--- config.mk ---
export PLATFORM = sky130hd
export DESIGN_NAME = ccb_top
export DESIGN_NICKNAME = d
export VERILOG_FILES = /design/src/hw/ccb_pkg.sv /design/src/hw/ccb_div_if.sv /design/src/hw/ccb_top.sv /design/src/hw/ccb_div.sv
export SDC_FILE = /design/constraint.sdc
export NUM_CORES = 1
export LEC_CHECK = 0
export ABC_AREA = 1
export BUFFER_PORTS_ARGS = -buffer_cell sky130_fd_sc_hd__buf_2
export CORE_ASPECT_RATIO = 0.6
export CORE_MARGIN = 10
export CORE_UTILIZATION = 30
export DETAILED_ROUTE_END_ITERATION = 6
export REMOVE_ABC_BUFFERS = 1
export SYNTH_ARGS = -nofsm -noshare
export SYNTH_HDL_FRONTEND = slang
export SYNTH_SLANG_ARGS = --single-unit
--- constraint.sdc ---
create_clock -name SYS_CLK -period 1.16 [get_ports SYS_CLK]
set_input_delay 0.348 -clock SYS_CLK [delete_from_list [all_inputs] [get_ports SYS_CLK]]
set_output_delay 0.348 -clock SYS_CLK [all_outputs]
set_load 0.02 [all_outputs]
--- src/hw/ccb_pkg.sv ---
/*
  Constants and timing figures for the communications card clock, baud and decode glue.
  Assumes one system clock SYS_CLK at 40 MHz and a synchronous active-low reset.
*/
package ccb_pkg;
  localparam int unsigned OSC_KHZ      = 7373;
  localparam int unsigned SYS_CLK_KHZ  = 40000;
  localparam int unsigned ROM_ABIT     = 15;
  localparam int unsigned SW_SEL_ABIT  = 0;
  localparam int unsigned SW_EN_ABIT   = 5;
  localparam int unsigned MC_TX_BIT    = 6;
  localparam int unsigned MC_RX_BIT    = 7;
  localparam int unsigned NIB_W        = 4;
  localparam int unsigned SW_W         = 8;
  localparam int unsigned ADDR_W       = 16;
  localparam int unsigned BAUD_CH      = 2;
  localparam logic        SEL_INTERNAL = 1'h1;
  localparam logic [1:0]  TMR_SRC_SYS  = 2'h0;
  localparam logic [1:0]  TMR_SRC_HALF = 2'h1;
  localparam logic [1:0]  TMR_SRC_BAUD = 2'h2;
endpackage : ccb_pkg

--- src/hw/ccb_div_if.sv ---
/*
  Carrier for the divide chain between the top module and its divider leaf.
  Assumes both ends run on SYS_CLK.
*/
`timescale 1ns/1ps
interface ccb_div_if #(parameter int unsigned N = 2);
  logic         osc_tick;
  logic [N-1:0] zc_tick;
  logic         sys_clk_q;
  logic         half_clk_q;
  logic [N-1:0] baud_q;
  modport divider (input osc_tick, input zc_tick, output sys_clk_q, output half_clk_q,
                   output baud_q);
  modport user    (output osc_tick, output zc_tick, input sys_clk_q, input half_clk_q,
                   input baud_q);
endinterface : ccb_div_if

--- src/hw/ccb_top.sv ---
/*
  Clock, baud selection and internal bus decode glue of the communications card.
  Oscillator and counter/timer zero-count outputs arrive as pins and are sampled
  by SYS_CLK, which must run well above twice the oscillator rate.
  Every output is registered; decode, wait, data and remote clock paths lag their cause by one SYS_CLK cycle
  beyond the two-stage input synchronisers, and the divided clocks by two or more.
*/
`timescale 1ns/1ps
module ccb_top
  import ccb_pkg::*;
#(
  parameter int unsigned N = BAUD_CH
) (
  input  wire logic              SYS_CLK,
  input  wire logic              RSTN,
  input  wire logic              OSC_IN,
  input  wire logic [ADDR_W-1:0] INTERNAL_ADDR,
  input  wire logic              INTERNAL_MEM_REQUEST_N,
  input  wire logic              INTERNAL_RD_N,
  input  wire logic              INTERNAL_WR_N,
  input  wire logic              INTERNAL_IO_REQUEST_N,
  input  wire logic [SW_W-1:0]   DEFAULT_SWITCH_BANK,
  input  wire logic [N-1:0]      ZERO_COUNT_OUTPUT,
  input  wire logic [1:0]        TIMER23_SRC,
  input  wire logic [7:0]        MODEM_CONTROL,
  input  wire logic              REMOTE_RX_CLK,
  input  wire logic              REMOTE_TX_CLK,
  input  wire logic              SERIAL_WAIT_READY_A_N,
  input  wire logic              WAIT_ENABLE,
  input  wire logic              INT_REQ_N,
  input  wire logic              CHA_TXD,
  input  wire logic              REMOTE_RXD,
  output logic                   ROM_SELECT_N,
  output logic [NIB_W-1:0]       SWITCH_DATA_OUT,
  output logic                   SWITCH_DATA_OE,
  output logic                   SYSTEM_CLOCK,
  output logic                   ARBITER_CLOCK,
  output logic                   TIMER_EXT_CLK01,
  output logic [1:0]             TIMER_EXT_CLK23,
  output logic [N-1:0]           BAUD_CLOCK,
  output logic                   SERIAL_RX_CLOCK,
  output logic                   SERIAL_TX_CLOCK,
  output logic                   CPU_WAIT_N,
  output logic                   REMOTE_TXD,
  output logic                   CHA_RXD,
  output logic                   CHB_RXD
);
  if (N < 1 || N > 4) begin : g_bad_n
    $error("ccb_top: N must be 1 to 4");
  end

  // Two-stage synchronisers for every pin from outside SYS_CLK
  localparam int unsigned SW = ADDR_W + 4 + SW_W + N + 10 + 2;
  logic [SW-1:0] meta;
  logic [SW-1:0] sync;
  logic [SW-1:0] raw;

  assign raw = {INTERNAL_ADDR, INTERNAL_MEM_REQUEST_N, INTERNAL_RD_N, INTERNAL_WR_N,
                INTERNAL_IO_REQUEST_N, DEFAULT_SWITCH_BANK, ZERO_COUNT_OUTPUT,
                MODEM_CONTROL[MC_RX_BIT], MODEM_CONTROL[MC_TX_BIT], REMOTE_RX_CLK,
                REMOTE_TX_CLK, SERIAL_WAIT_READY_A_N, WAIT_ENABLE, INT_REQ_N, CHA_TXD,
                REMOTE_RXD, OSC_IN, TIMER23_SRC};

  always_ff @(posedge SYS_CLK) begin
    if (!RSTN) begin
      meta <= '0;
      sync <= '0;
    end else begin
      meta <= raw;
      sync <= meta;
    end
  end

  logic [ADDR_W-1:0] addr;
  logic              mreq_n;
  logic              rd_n;
  logic              wr_n;
  logic              ioreq_n;
  logic [SW_W-1:0]   sw;
  logic [N-1:0]      zc;
  logic              mc_rx;
  logic              mc_tx;
  logic              rrx_clk;
  logic              rtx_clk;
  logic              serial_wait_n;
  logic              wait_en;
  logic              irq_n;
  logic              txd_a;
  logic              rxd_remote;
  logic              osc;
  logic [1:0]        t23_src;

  assign {addr, mreq_n, rd_n, wr_n, ioreq_n, sw, zc, mc_rx, mc_tx, rrx_clk, rtx_clk,
          serial_wait_n, wait_en, irq_n, txd_a, rxd_remote, osc, t23_src} = sync;

  // Edge detection reads only the second stage and its delayed copy
  logic         osc_prev;
  logic [N-1:0] zc_prev;

  always_ff @(posedge SYS_CLK) begin
    if (!RSTN) begin
      osc_prev <= 1'b0;
      zc_prev  <= '0;
    end else begin
      osc_prev <= osc;
      zc_prev  <= zc;
    end
  end

  ccb_div_if #(.N(N)) dvif ();

  assign dvif.osc_tick = osc & ~osc_prev;
  assign dvif.zc_tick  = zc & ~zc_prev;

  ccb_div #(.N(N)) u_div (
    .sys_clk (SYS_CLK),
    .rst_n   (RSTN),
    .dv      (dvif.divider)
  );

  // ROM answers only memory reads in the lower half; never writes or io
  logic next_rom_sel_n;
  assign next_rom_sel_n = ~(~mreq_n & ~rd_n & wr_n & ioreq_n
                            & ~addr[ROM_ABIT]);

  // Switch nibble mux with its tri-state enable
  logic             next_sw_oe;
  logic [NIB_W-1:0] next_sw_nib;
  assign next_sw_oe  = ~addr[SW_EN_ABIT] & ~ioreq_n;
  assign next_sw_nib = addr[SW_SEL_ABIT] ? sw[SW_W-1:NIB_W]
                                         : sw[NIB_W-1:0];

  // Baud mux: set bits choose internal counter clocks, clear bits remote clocks
  logic next_rx_clk;
  logic next_tx_clk;
  assign next_rx_clk = (mc_rx == SEL_INTERNAL) ? dvif.baud_q[0] : rrx_clk;
  assign next_tx_clk = (mc_tx == SEL_INTERNAL) ? dvif.baud_q[N-1] : rtx_clk;

  // Software timers count system clock, half clock or a baud clock
  logic next_t23;
  assign next_t23 = (t23_src == TMR_SRC_SYS)  ? dvif.sys_clk_q  :
                    (t23_src == TMR_SRC_HALF) ? dvif.half_clk_q :
                                                dvif.baud_q[0];

  // Interrupt wins over the serial controller's wait
  logic next_wait_n;
  assign next_wait_n = ~(wait_en & ~serial_wait_n & irq_n);

  // Output registers grouped by function; each adds one cycle, on top of the divider stages for the divided clocks
  always_ff @(posedge SYS_CLK) begin
    if (!RSTN) begin
      ROM_SELECT_N    <= 1'b1;
      SWITCH_DATA_OUT <= '0;
      SWITCH_DATA_OE  <= 1'b0;
    end else begin
      ROM_SELECT_N    <= next_rom_sel_n;
      SWITCH_DATA_OUT <= next_sw_nib;
      SWITCH_DATA_OE  <= next_sw_oe;
    end
  end

  always_ff @(posedge SYS_CLK) begin
    if (!RSTN) begin
      SYSTEM_CLOCK    <= 1'b0;
      ARBITER_CLOCK   <= 1'b0;
      TIMER_EXT_CLK01 <= 1'b0;
      TIMER_EXT_CLK23 <= '0;
      BAUD_CLOCK      <= '0;
    end else begin
      SYSTEM_CLOCK    <= dvif.sys_clk_q;
      ARBITER_CLOCK   <= dvif.sys_clk_q;
      TIMER_EXT_CLK01 <= dvif.half_clk_q;
      TIMER_EXT_CLK23 <= {2{next_t23}};
      BAUD_CLOCK      <= dvif.baud_q;
    end
  end

  always_ff @(posedge SYS_CLK) begin
    if (!RSTN) begin
      SERIAL_RX_CLOCK <= 1'b0;
      SERIAL_TX_CLOCK <= 1'b0;
      CPU_WAIT_N      <= 1'b1;
    end else begin
      SERIAL_RX_CLOCK <= next_rx_clk;
      SERIAL_TX_CLOCK <= next_tx_clk;
      CPU_WAIT_N      <= next_wait_n;
    end
  end

  // Data lines idle at mark in reset, then show space for two cycles after release while the cleared synchronisers flush
  always_ff @(posedge SYS_CLK) begin
    if (!RSTN) begin
      REMOTE_TXD      <= 1'b1;
      CHA_RXD         <= 1'b1;
      CHB_RXD         <= 1'b1;
    end else begin
      REMOTE_TXD      <= txd_a;
      CHA_RXD         <= rxd_remote;
      CHB_RXD         <= txd_a;
    end
  end
endmodule : ccb_top

--- src/hw/ccb_div.sv ---
/*
  Toggle dividers: oscillator to system clock, system clock to half rate,
  and one squaring stage per baud generator channel.
  Assumes edge ticks arrive already synchronised, one cycle each.
*/
`timescale 1ns/1ps
module ccb_div
  import ccb_pkg::*;
#(
  parameter int unsigned N = BAUD_CH
) (
  input  wire logic sys_clk,
  input  wire logic rst_n,
  ccb_div_if.divider dv
);
  logic sys_prev;
  logic sys_rise;

  assign sys_rise = dv.sys_clk_q & ~sys_prev;

  // Toggling on each oscillator rising edge yields a square wave whatever its duty
  always_ff @(posedge sys_clk) begin
    if (!rst_n) begin
      dv.sys_clk_q  <= 1'b0;
      dv.half_clk_q <= 1'b0;
      sys_prev      <= 1'b0;
    end else begin
      sys_prev <= dv.sys_clk_q;
      if (dv.osc_tick) dv.sys_clk_q <= ~dv.sys_clk_q;
      if (sys_rise) dv.half_clk_q <= ~dv.half_clk_q;
    end
  end

  genvar g;
  generate
    for (g = 0; g < N; g++) begin : g_baud
      always_ff @(posedge sys_clk) begin
        if (!rst_n) dv.baud_q[g] <= 1'b0;
        else if (dv.zc_tick[g]) dv.baud_q[g] <= ~dv.baud_q[g];
      end
    end
  endgenerate
endmodule : ccb_div

== Word-level counts from Yosys, hierarchy flattened ==
Cells that the tools add are included.
Operators by class
  reduce and logical (&&, ||, !) cells: 1
  muxes and demuxes: 5
  bitwise operators: 25
  eq/ne operators: 1
Operators by type and width (count)
  1-bit NOT: 14
  1-bit bitwise AND: 9
  1-bit 2-to-1 mux: 4
  4-bit 2-to-1 mux: 1
  2-bit bitwise AND: 1
  2-bit by 1-bit equality test with 1-bit output (second input constant): 1
  2-bit logical NOT: 1
  2-bit NOT: 1
Storage, ports and cells
  output and inout port bits: 19
  input port bits: 50
  word-level logic and storage cells: 52
  register bits after elaboration: 107

== Depth between registers and ports, before layout ==
Gate-level depths: netlist of run 1.
  depth in word-level cells: 6
  mapped depth: 5
  depth with buffers taken out: 4

== Modules after synthesis ==
Synthesis of run 1 repeated with hierarchy kept, for this count alone.
Unflattened totals
  cell total of the unflattened synthesis: 286
  area total of the unflattened synthesis: 2496.1 um^2
By module, submodules not included
  ccb_top: area each 2321.0 um^2, seq. area each 1541.5 um^2, cells each 262, instances 1
  ccb_div: area each 175.2 um^2, seq. area each 100.1 um^2, cells each 24, instances 1

== Worst setup path before layout of run 1 ==
No wires, ideal clock.
  path type: reg-to-output
  start point: reg u_div.sys_prev (netlist name)
  end point: out SYSTEM_CLOCK
  data arrival time: 0.616 ns
  path slack: 0.196 ns
  required time: 0.812 ns
  cell stages (with the launch flop): 2
  path buffers: 1
  cell sequence: dfxtp_1 buf_4
RTL lines
  end, declared: RTL line ccb_top.sv:36  | output logic SYSTEM_CLOCK,

==> impl_metrics.json, run 1 <==
{
  "cpPeakStageDelay_ns": 0.31,
  "grt_use_total": 0.0681,
  "hold_path_class": "in2reg",
  "grt_overflow_total": 0,
  "arrival_ns": 0.80,
  "wirelength_um": 3930,
  "rrSetupSlack_ns": 0.38,
  "start_kind": "register",
  "initial_utilization": 0.311,
  "final_cell_count_no_fill": 444,
  "cts_root_buf": "clkbuf_16",
  "syn_area_um2": 2460,
  "netlist.area_leader.share": 0.660,
  "r2r_cells": 5,
  "htree_levels": 3,
  "synth_top_family_by_area": "simple AND/OR/NAND/NOR gates",
  "drc": 0,
  "core_area_um2": 7910,
  "postLayoutCellArea_um2": 3110,
  "outcome": "completed",
  "synthTopCellsByArea": "dfxtp_1 (66%), inv_1 (12%), nand2_1 (11%), nor2_1 (3.2%), buf_6 (2.3%)",
  "num-nets-final": 383,
  "holdPathStages": 3,
  "grt_setup_unrepaired": "true",
  "pwr_density_cell_nw_per_um2": 1850,
  "tightest_slew_ns": 0.188,
  "placed_area_um2": 2770,
  "period_minus_slack_ns": 1.15,
  "die_w_um": 137,
  "wl_per_cell_um": 8.85,
  "path_max_fanout": 2,
  "synth_adder_area_share": 0,
  "synth_warnings": 0,
  "slowest_stage": "dfxtp_1",
  "dp_slack_ns": 0.114,
  "seq_area_frac_synth": 0.660,
  "peakVddDrop_mv": 0.883,
  "worstPathCellList": "buf_2",
  "whs_ns": 0.201,
  "grt_pass1_wl_um": 6490,
  "die-area_um2": 12300,
  "cts_tree": "built",
  "cp.depth": 1,
  "pin_count": 69,
  "cp-end-kind": "output port",
  "synth-xor-area-share": 0,
  "die_h_um": 90.1,
  "placedCellCount": 429,
  "ys_seq_elements": 81,
  "antenna_found_initial": 0,
  "first_pass_iters": 4,
  "synth_compound_area_frac": 0.0224,
  "cts_inserted_buffers": 9,
  "diodes": 0,
  "syn_avg_cell_area_um2": 8.75,
  "crit_type": "reg2out",
  "num_vias": 1627,
  "drtIter0Drc": 56,
  "timing.final.crit_share": 0.987,
  "drive_gt1_frac": 0.208,
  "fin_tns_setup_ns": 0,
  "place_congestion": 0.686,
  "portBuffers": 49,
  "grt_max_degree": 45,
  "finalHoldViolations": 0,
  "final.setup_skew_ns": 0.00177,
  "crit_required_ns": 0.81,
  "clk_path_buf_depth": 2,
  "p_leak_nw": 1.82,
  "synth_simple_gate_area_frac": 0.161,
  "hold_buffers": 0,
  "syn2layout_area_growth_pct": 26.5,
  "ant_nets": 0,
  "crit_buf_inv": 1,
  "vias_per_cell": 3.66,
  "cts_sinks": 81,
  "drv_slew": 0,
  "setup_viol": 0,
  "cp_top_family": "flip-flops",
  "synthMuxAreaShare": 0,
  "yosys.area.top_type": "dfxtp_1",
  "clkTransAtPathRegs_ns": 0.05,
  "clk_latency_ns": 0.32,
  "grt_pass1_vias": 1501,
  "max_freq_mhz": 873,
  "dp.final_hpwl_um": 2770,
  "rows": 25,
  "fin_ws_ns": 0.0150,
  "cap_violations": 0,
  "slew_headroom": 0.875,
  "synthDistinctLibCells": 13,
  "netlist_instances": 281
}
-- final timing paths --
kind                                     start                   to
worst max register to register  u_div.sys_prev  u_div.dv.half_clk_q
worst min register to register        sync[31]       SWITCH_DATA_OE
worst min-delay path                 INT_REQ_N              meta[5]
worst max-delay path                   CHB_RXD           REMOTE_TXD
-- registers in the layout, summed over array words and instances, names as in the netlist --
signal,count
SERIAL_TX_CLOCK,1
TIMER_EXT_CLK23,1
osc_prev,1
sync,29
SWITCH_DATA_OUT,4
ROM_SELECT_N,1
zc_prev,2
CHB_RXD,1
u_div.dv.half_clk_q,1
SERIAL_RX_CLOCK,1
TIMER_EXT_CLK01,1
CHA_RXD,1
u_div.dv.baud_q,2
u_div.sys_prev,1
u_div.dv.sys_clk_q,1
SWITCH_DATA_OE,1
meta,29
BAUD_CLOCK,2
CPU_WAIT_N,1
-- placed cells by master, fill, tap and decap left out, drive strengths merged --
cell type  instances
dfxtp             81
inv               76
nand2             71
buf               53
nor2              21
clkbuf            14
o21ai              7
a21oi              4
nand3              4
nand4              2
or2                2
nor3               1
-- cell usage after synthesis, drive strengths merged --
master  count
a21oi       4
buf        12
dfxtp      81
inv        76
nand2      71
nand3       4
nand4       2
nor2       21
nor3        1
o21ai       7
or2         2
-- area by class of cell --
cell class | count | area [um^2]
Clock buffer | 14 | 264
Fill cell | 820 | 4800
Inverter | 76 | 285
Multi-Input combinational cell | 112 | 450
Sequential cell | 81 | 1630
Tap cell | 108 | 135
Timing Repair Buffer | 53 | 349
-- cells by family after synthesis --
group	count (synthesis)
flops	81
simple gates	101
compound gates	11
buf+inv	88
-- metal layers --
metal,up-vias,global-route usage,share of wire
li1,885,-,-
met5,-,0,0
met4,0,0.0367,0.013
met1,697,0.0692,0.45
met2,38,0.100,0.44
met3,7,0.0506,0.10
-- power breakdown --
group	switching (mW)	internal, mW	total (mW)	leakage [nW]
Clock	0.948	1.54	2.49	0.129
Sequential	0.0438	2.91	2.96	0.669
Combinational	0.165	0.137	0.302	1.02
Total	1.16	4.59	5.75	1.82
-- metrics by stage --
| step | utilization | power, mW |
|---|---|---|
| finish | 0.393 | 5.75 |
| global route | 0.393 | 6.02 |
| CTS | 0.385 | 5.85 |
| detailed placement | 0.350 | 3.31 |
| global placement | 0.350 | 3.30 |
| floorplan | - | 3.15 |
-- timing repair --
action	CTS	global route
buffers inserted	0	1
gates resized for setup	6	19
setup endpoints to repair	9	14
(Power assumes the default switching activity.)
==> run 2: changes to the inputs <==
- REMOVE_ABC_BUFFERS: 1 -> default
==> impl_metrics.json, run 2 (synthesized netlist as in run 1, its figures left out) <==
{
  "outcome": "completed",
  "final_cell_mix": "dfxtp_1 (76), inv_1 (76), nand2_1 (71)",
  "grt_setup_unrepaired": "true",
  "grt_max_degree": 34,
  "r2r_cells": 4,
  "cp-end-kind": "output port",
  "grt_pass1_wl_um": 6800,
  "worstPathCellList": "buf_6",
  "busiest_layer": "met2",
  "htree_levels": 3,
  "drive_gt1_frac": 0.217,
  "rrSetupSlack_ns": 0.37,
  "cap_violations": 0,
  "cp_top_family": "flip-flops",
  "cts_sinks": 81,
  "whs_ns": 0.197,
  "grt_use_total": 0.0720,
  "cts_tree": "built",
  "initial_utilization": 0.311,
  "core_area_um2": 7910,
  "met3_usage": 0.0572,
  "placedCellCount": 429,
  "die_w_um": 137,
  "rows": 25,
  "p_seq_frac": 0.503,
  "num_vias": 1577,
  "crit_required_ns": 0.81,
  "first_pass_iters": 4,
  "cts_inserted_buffers": 9,
  "p_leak_nw": 1.84,
  "wirelength_um": 4120,
  "hold_buffers": 0,
  "peakVddDrop_mv": 0.941,
  "vias_per_cell": 3.55,
  "wl_per_cell_um": 9.27,
  "portBuffers": 49,
  "pin_count": 69,
  "cpPeakStageDelay_ns": 0.35,
  "largestRegisters": "meta: 29 flops, sync: 29 flops, SWITCH_DATA_OUT: 4 flops",
  "cp.depth": 1,
  "switching_power_mw": 1.21,
  "period_minus_slack_ns": 1.15,
  "placed_area_um2": 2790,
  "use_met2": 0.0999,
  "arrival_ns": 0.80,
  "num-nets-final": 382,
  "dp.final_hpwl_um": 2940,
  "clk_path_buf_depth": 2,
  "power_frac_comb": 0.053,
  "r2r-end": "TIMER_EXT_CLK23[0]",
  "nFillCells": 809,
  "slew_headroom": 0.834,
  "place_congestion": 0.696,
  "path_max_fanout": 3,
  "use_met1": 0.0768,
  "antenna_found_initial": 0,
  "syn_nets": 331,
  "crit_type": "reg2out",
  "slowest_stage": "dfxtp_4",
  "setup_viol": 0,
  "final_cell_count_no_fill": 444,
  "final.setup_skew_ns": 0.00342,
  "die_h_um": 90.1,
  "internal_power_mw": 4.67,
  "multi_input_area_um2": 450,
  "tightest_slew_ns": 0.249,
  "hold_path_class": "in2reg",
  "clkTransAtPathRegs_ns": 0.06,
  "swShare": 0.207,
  "holdPathStages": 3,
  "max_freq_mhz": 867,
  "power.total_mw": 5.88,
  "syn2layout_area_growth_pct": 28.4,
  "clockPowerShare": 0.443,
  "post_cts_buffers": 0,
  "seqCellArea_um2": 1630,
  "drc": 0,
  "postLayoutCellArea_um2": 3160,
  "drtIter0Drc": 52,
  "fin_tns_setup_ns": 0,
  "die-area_um2": 12300,
  "grt_pass1_vias": 1524,
  "drv_slew": 0,
  "crit_start": "u_div.sys_prev",
  "cts_root_buf": "clkbuf_16",
  "critPathCapture": "ARBITER_CLOCK",
  "ant_nets": 0,
  "r2r_start": "u_div.dv.sys_clk_q",
  "clk_latency_ns": 0.33,
  "pwr_density_cell_nw_per_um2": 1860,
  "start_kind": "register",
  "crit_buf_inv": 1,
  "timing.final.crit_share": 0.994,
  "diodes": 0,
  "grt_overflow_total": 0,
  "finalHoldViolations": 0
}
run 2: changes by cell type in the layout (fill, tap and decap cells not counted):
cell / change
dfxtp_4: +1
clkbuf_8: +1
clkinv_2: +1
buf_6: +2
clkinvlp_4: +1
clkbuf_1: -2
dfxtp_1: -1
buf_12: +1
buf_2: -5
buf_4: +1
run 2: worst min-delay path: stages:
cell and delay (ns):
buf_2 0.07, nand2_1 0.04, inv_1 0.04
run 2: cell type report:
type | instances | share of cell area
well taps | 108 | 0.0428
repair buffers | 52 | 0.118
clock buffers | 13 | 0.0856
multi-input cells | 112 | 0.143
clock inverters | 2 | 0.00396
flip-flops and latches | 81 | 0.516
inverters | 76 | 0.0903
run 2: timing repair:
item / CTS / global route
resized for setup: 11 / 23
endpoints found under the setup margin: 9 / 18
cloned: 0 / 0
run 2: how the worst min path moves through the flow:
stage,start,end
final,TIMER23_SRC[0],meta[0]
after detailed placement,sync[31],SWITCH_DATA_OE
after floorplan,sync[6],CPU_WAIT_N
after CTS,DEFAULT_SWITCH_BANK[2],meta[16]
after global routing,INTERNAL_IO_REQUEST_N,meta[22]
after global placement,sync[31],SWITCH_DATA_OE
run 2: power groups by stage:
stage | Clock (mW) | Combinational, mW | Sequential [mW]
after floorplan | 0 | 0.170 | 3.04
after global placement | 0 | 0.292 | 3.01
after detailed placement | 0 | 0.297 | 3.02
after CTS | 2.70 | 0.306 | 2.96
after global routing | 2.81 | 0.358 | 2.97
final | 2.61 | 0.314 | 2.96
run 2: through the flow:
step	setup slack, ns	util
after CTS	-0.0185	0.391
final	0.00703	0.399
after global placement	0.103	0.352
after global routing	-0.0272	0.399
after detailed placement	0.0710	0.352
after floorplan	0.196	-
run 2: metal layers:
metal / share of wire / wire [um] / vias to the layer above
met1: 0.46 / 1880 / 652
met5: 0 / 0 / -
met4: 0.018 / 73 / 0
met3: 0.10 / 426 / 8
li1: - / - / 879
met2: 0.42 / 1740 / 38
==> run 3: changes to the inputs <==
--- a/config.mk
+++ b/config.mk
@@ -13,2 +13,3 @@
 export DETAILED_ROUTE_END_ITERATION = 6
+export SLEW_MARGIN = 20
 export SYNTH_ARGS = -nofsm -noshare
==> constraint.sdc (replaced) <==
create_clock -name SYS_CLK -period 1.16 [get_ports SYS_CLK]
set_input_delay 0.058 -clock SYS_CLK [delete_from_list [all_inputs] [get_ports SYS_CLK]]
set_output_delay 0.058 -clock SYS_CLK [all_outputs]
set_load 0.02 [all_outputs]
==> impl_metrics.json, run 3 (synthesized netlist as in run 1, its figures left out) <==
{
  "outcome": "completed",
  "start_kind": "register",
  "die_w_um": 137,
  "wirelength_um": 4280,
  "grt_setup_unrepaired": "false",
  "p_leak_nw": 1.95,
  "worstPathCellList": "buf_2",
  "max_freq_mhz": 1120,
  "timing.final.crit_share": 0.771,
  "setup_viol": 0,
  "cts_tree": "built",
  "wl_per_cell_um": 9.07,
  "crit_buf_inv": 1,
  "vias_per_cell": 3.54,
  "clkTransAtPathRegs_ns": 0.06,
  "syn2layout_area_growth_pct": 37.8,
  "path_max_fanout": 2,
  "place_congestion": 0.676,
  "tightest_slew_ns": 0.268,
  "cts_root_buf": "clkbuf_16",
  "power.total_mw": 6.30,
  "finalHoldViolations": 0,
  "drtIter0Drc": 67,
  "pin_count": 69,
  "clk_latency_ns": 0.33,
  "cts_inserted_buffers": 9,
  "period_minus_slack_ns": 0.895,
  "largestRegisters": "meta: 29 flops, sync: 29 flops, SWITCH_DATA_OUT: 4 flops",
  "drc": 0,
  "num_vias": 1673,
  "portBuffers": 49,
  "first_pass_iters": 4,
  "grt_pass1_vias": 1688,
  "slowest_stage": "dfxtp_1",
  "clk_path_buf_depth": 2,
  "grt_overflow_total": 0,
  "drv_slew": 0,
  "die_h_um": 90.1,
  "cts_sinks": 81,
  "final_core_util": 0.428,
  "whs_ns": 0.0749,
  "peakVddDrop_mv": 0.750,
  "grt_use_total": 0.0776,
  "die-area_um2": 12300,
  "diodes": 0,
  "htree_levels": 3,
  "fin_tns_setup_ns": 0,
  "final_common_cell": "dfxtp_1",
  "crit_type": "reg2out",
  "dp.final_hpwl_um": 2850,
  "pwr_density_cell_nw_per_um2": 1860,
  "cp-end-kind": "output port",
  "final.setup_skew_ns": 0.00631,
  "core_area_um2": 7910,
  "final_cell_mix": "dfxtp_1 (81), inv_1 (76), nand2_1 (71)",
  "hold_path_class": "in2reg",
  "syn_nets": 331,
  "grt_pass1_wl_um": 7470,
  "rows": 25,
  "crit_required_ns": 1.10,
  "antenna_found_initial": 0,
  "drive_gt1_frac": 0.184,
  "num-nets-final": 410,
  "initial_utilization": 0.311,
  "cpPeakStageDelay_ns": 0.34,
  "grt_max_degree": 38,
  "slew_headroom": 0.822,
  "cp_top_family": "flip-flops",
  "arrival_ns": 0.84,
  "ant_nets": 0,
  "cap_violations": 0
}
-- run 3: final cells by class --
class,instances,area (um^2)
clock inverters,4,76.3
inverters,76,285
multi-input cells,112,450
flip-flops and latches,81,1620
fillers,769,4530
well taps,108,135
clock buffers,11,243
repair buffers,80,576
-- run 3: metal layers --
metal  share of wire  GRT usage  up-vias
met5               0          0        -
met1            0.46     0.0824      683
li1                -          -      941
met2            0.43      0.113       40
met3           0.098     0.0550        9
met4           0.018     0.0393        0
-- run 3: tightest hold or removal path: stages --
cell     delay (ns)
buf_2          0.19
nand2_1        0.08
inv_1          0.03
-- run 3: metrics by stage --
stage | instances | area, um^2 | setup WS [ns]
5_1_grt | 472 | 3390 | 0.202
6_report | 472 | 3390 | 0.265
4_1_cts | 472 | 3390 | 0.234
3_3_place_gp | 428 | 2780 | 0.322
2_1_floorplan | 281 | 2460 | 0.367
3_5_place_dp | 428 | 2780 | 0.281
-- run 3: path summary, 6_finish.rpt --
path | depth (start not counted) | endpoint | slack [ns] | start
max | 1 | TIMER_EXT_CLK23[0] | 0.27 | TIMER_EXT_CLK23[0]
min | 3 | sync[24] | 0.07 | RSTN
max reg2reg | 4 | TIMER_EXT_CLK23[0] | 0.39 | u_div.dv.sys_clk_q
min reg2reg | 1 | CPU_WAIT_N | 0.39 | sync[6]
-- run 3: what timing repair did --
action | CTS | global route
buffers inserted | 0 | 0
endpoints found under the hold margin | 29 | 0
gates resized for setup | 0 | 0
hold buffers | 29 | 0
-- run 3: power by group --
part	leakage [nW]	total (mW)	internal, mW	switching [mW]
clock	0.152	2.98	1.94	1.04
sequential	0.668	2.95	2.91	0.0424
combinational	1.13	0.363	0.185	0.178
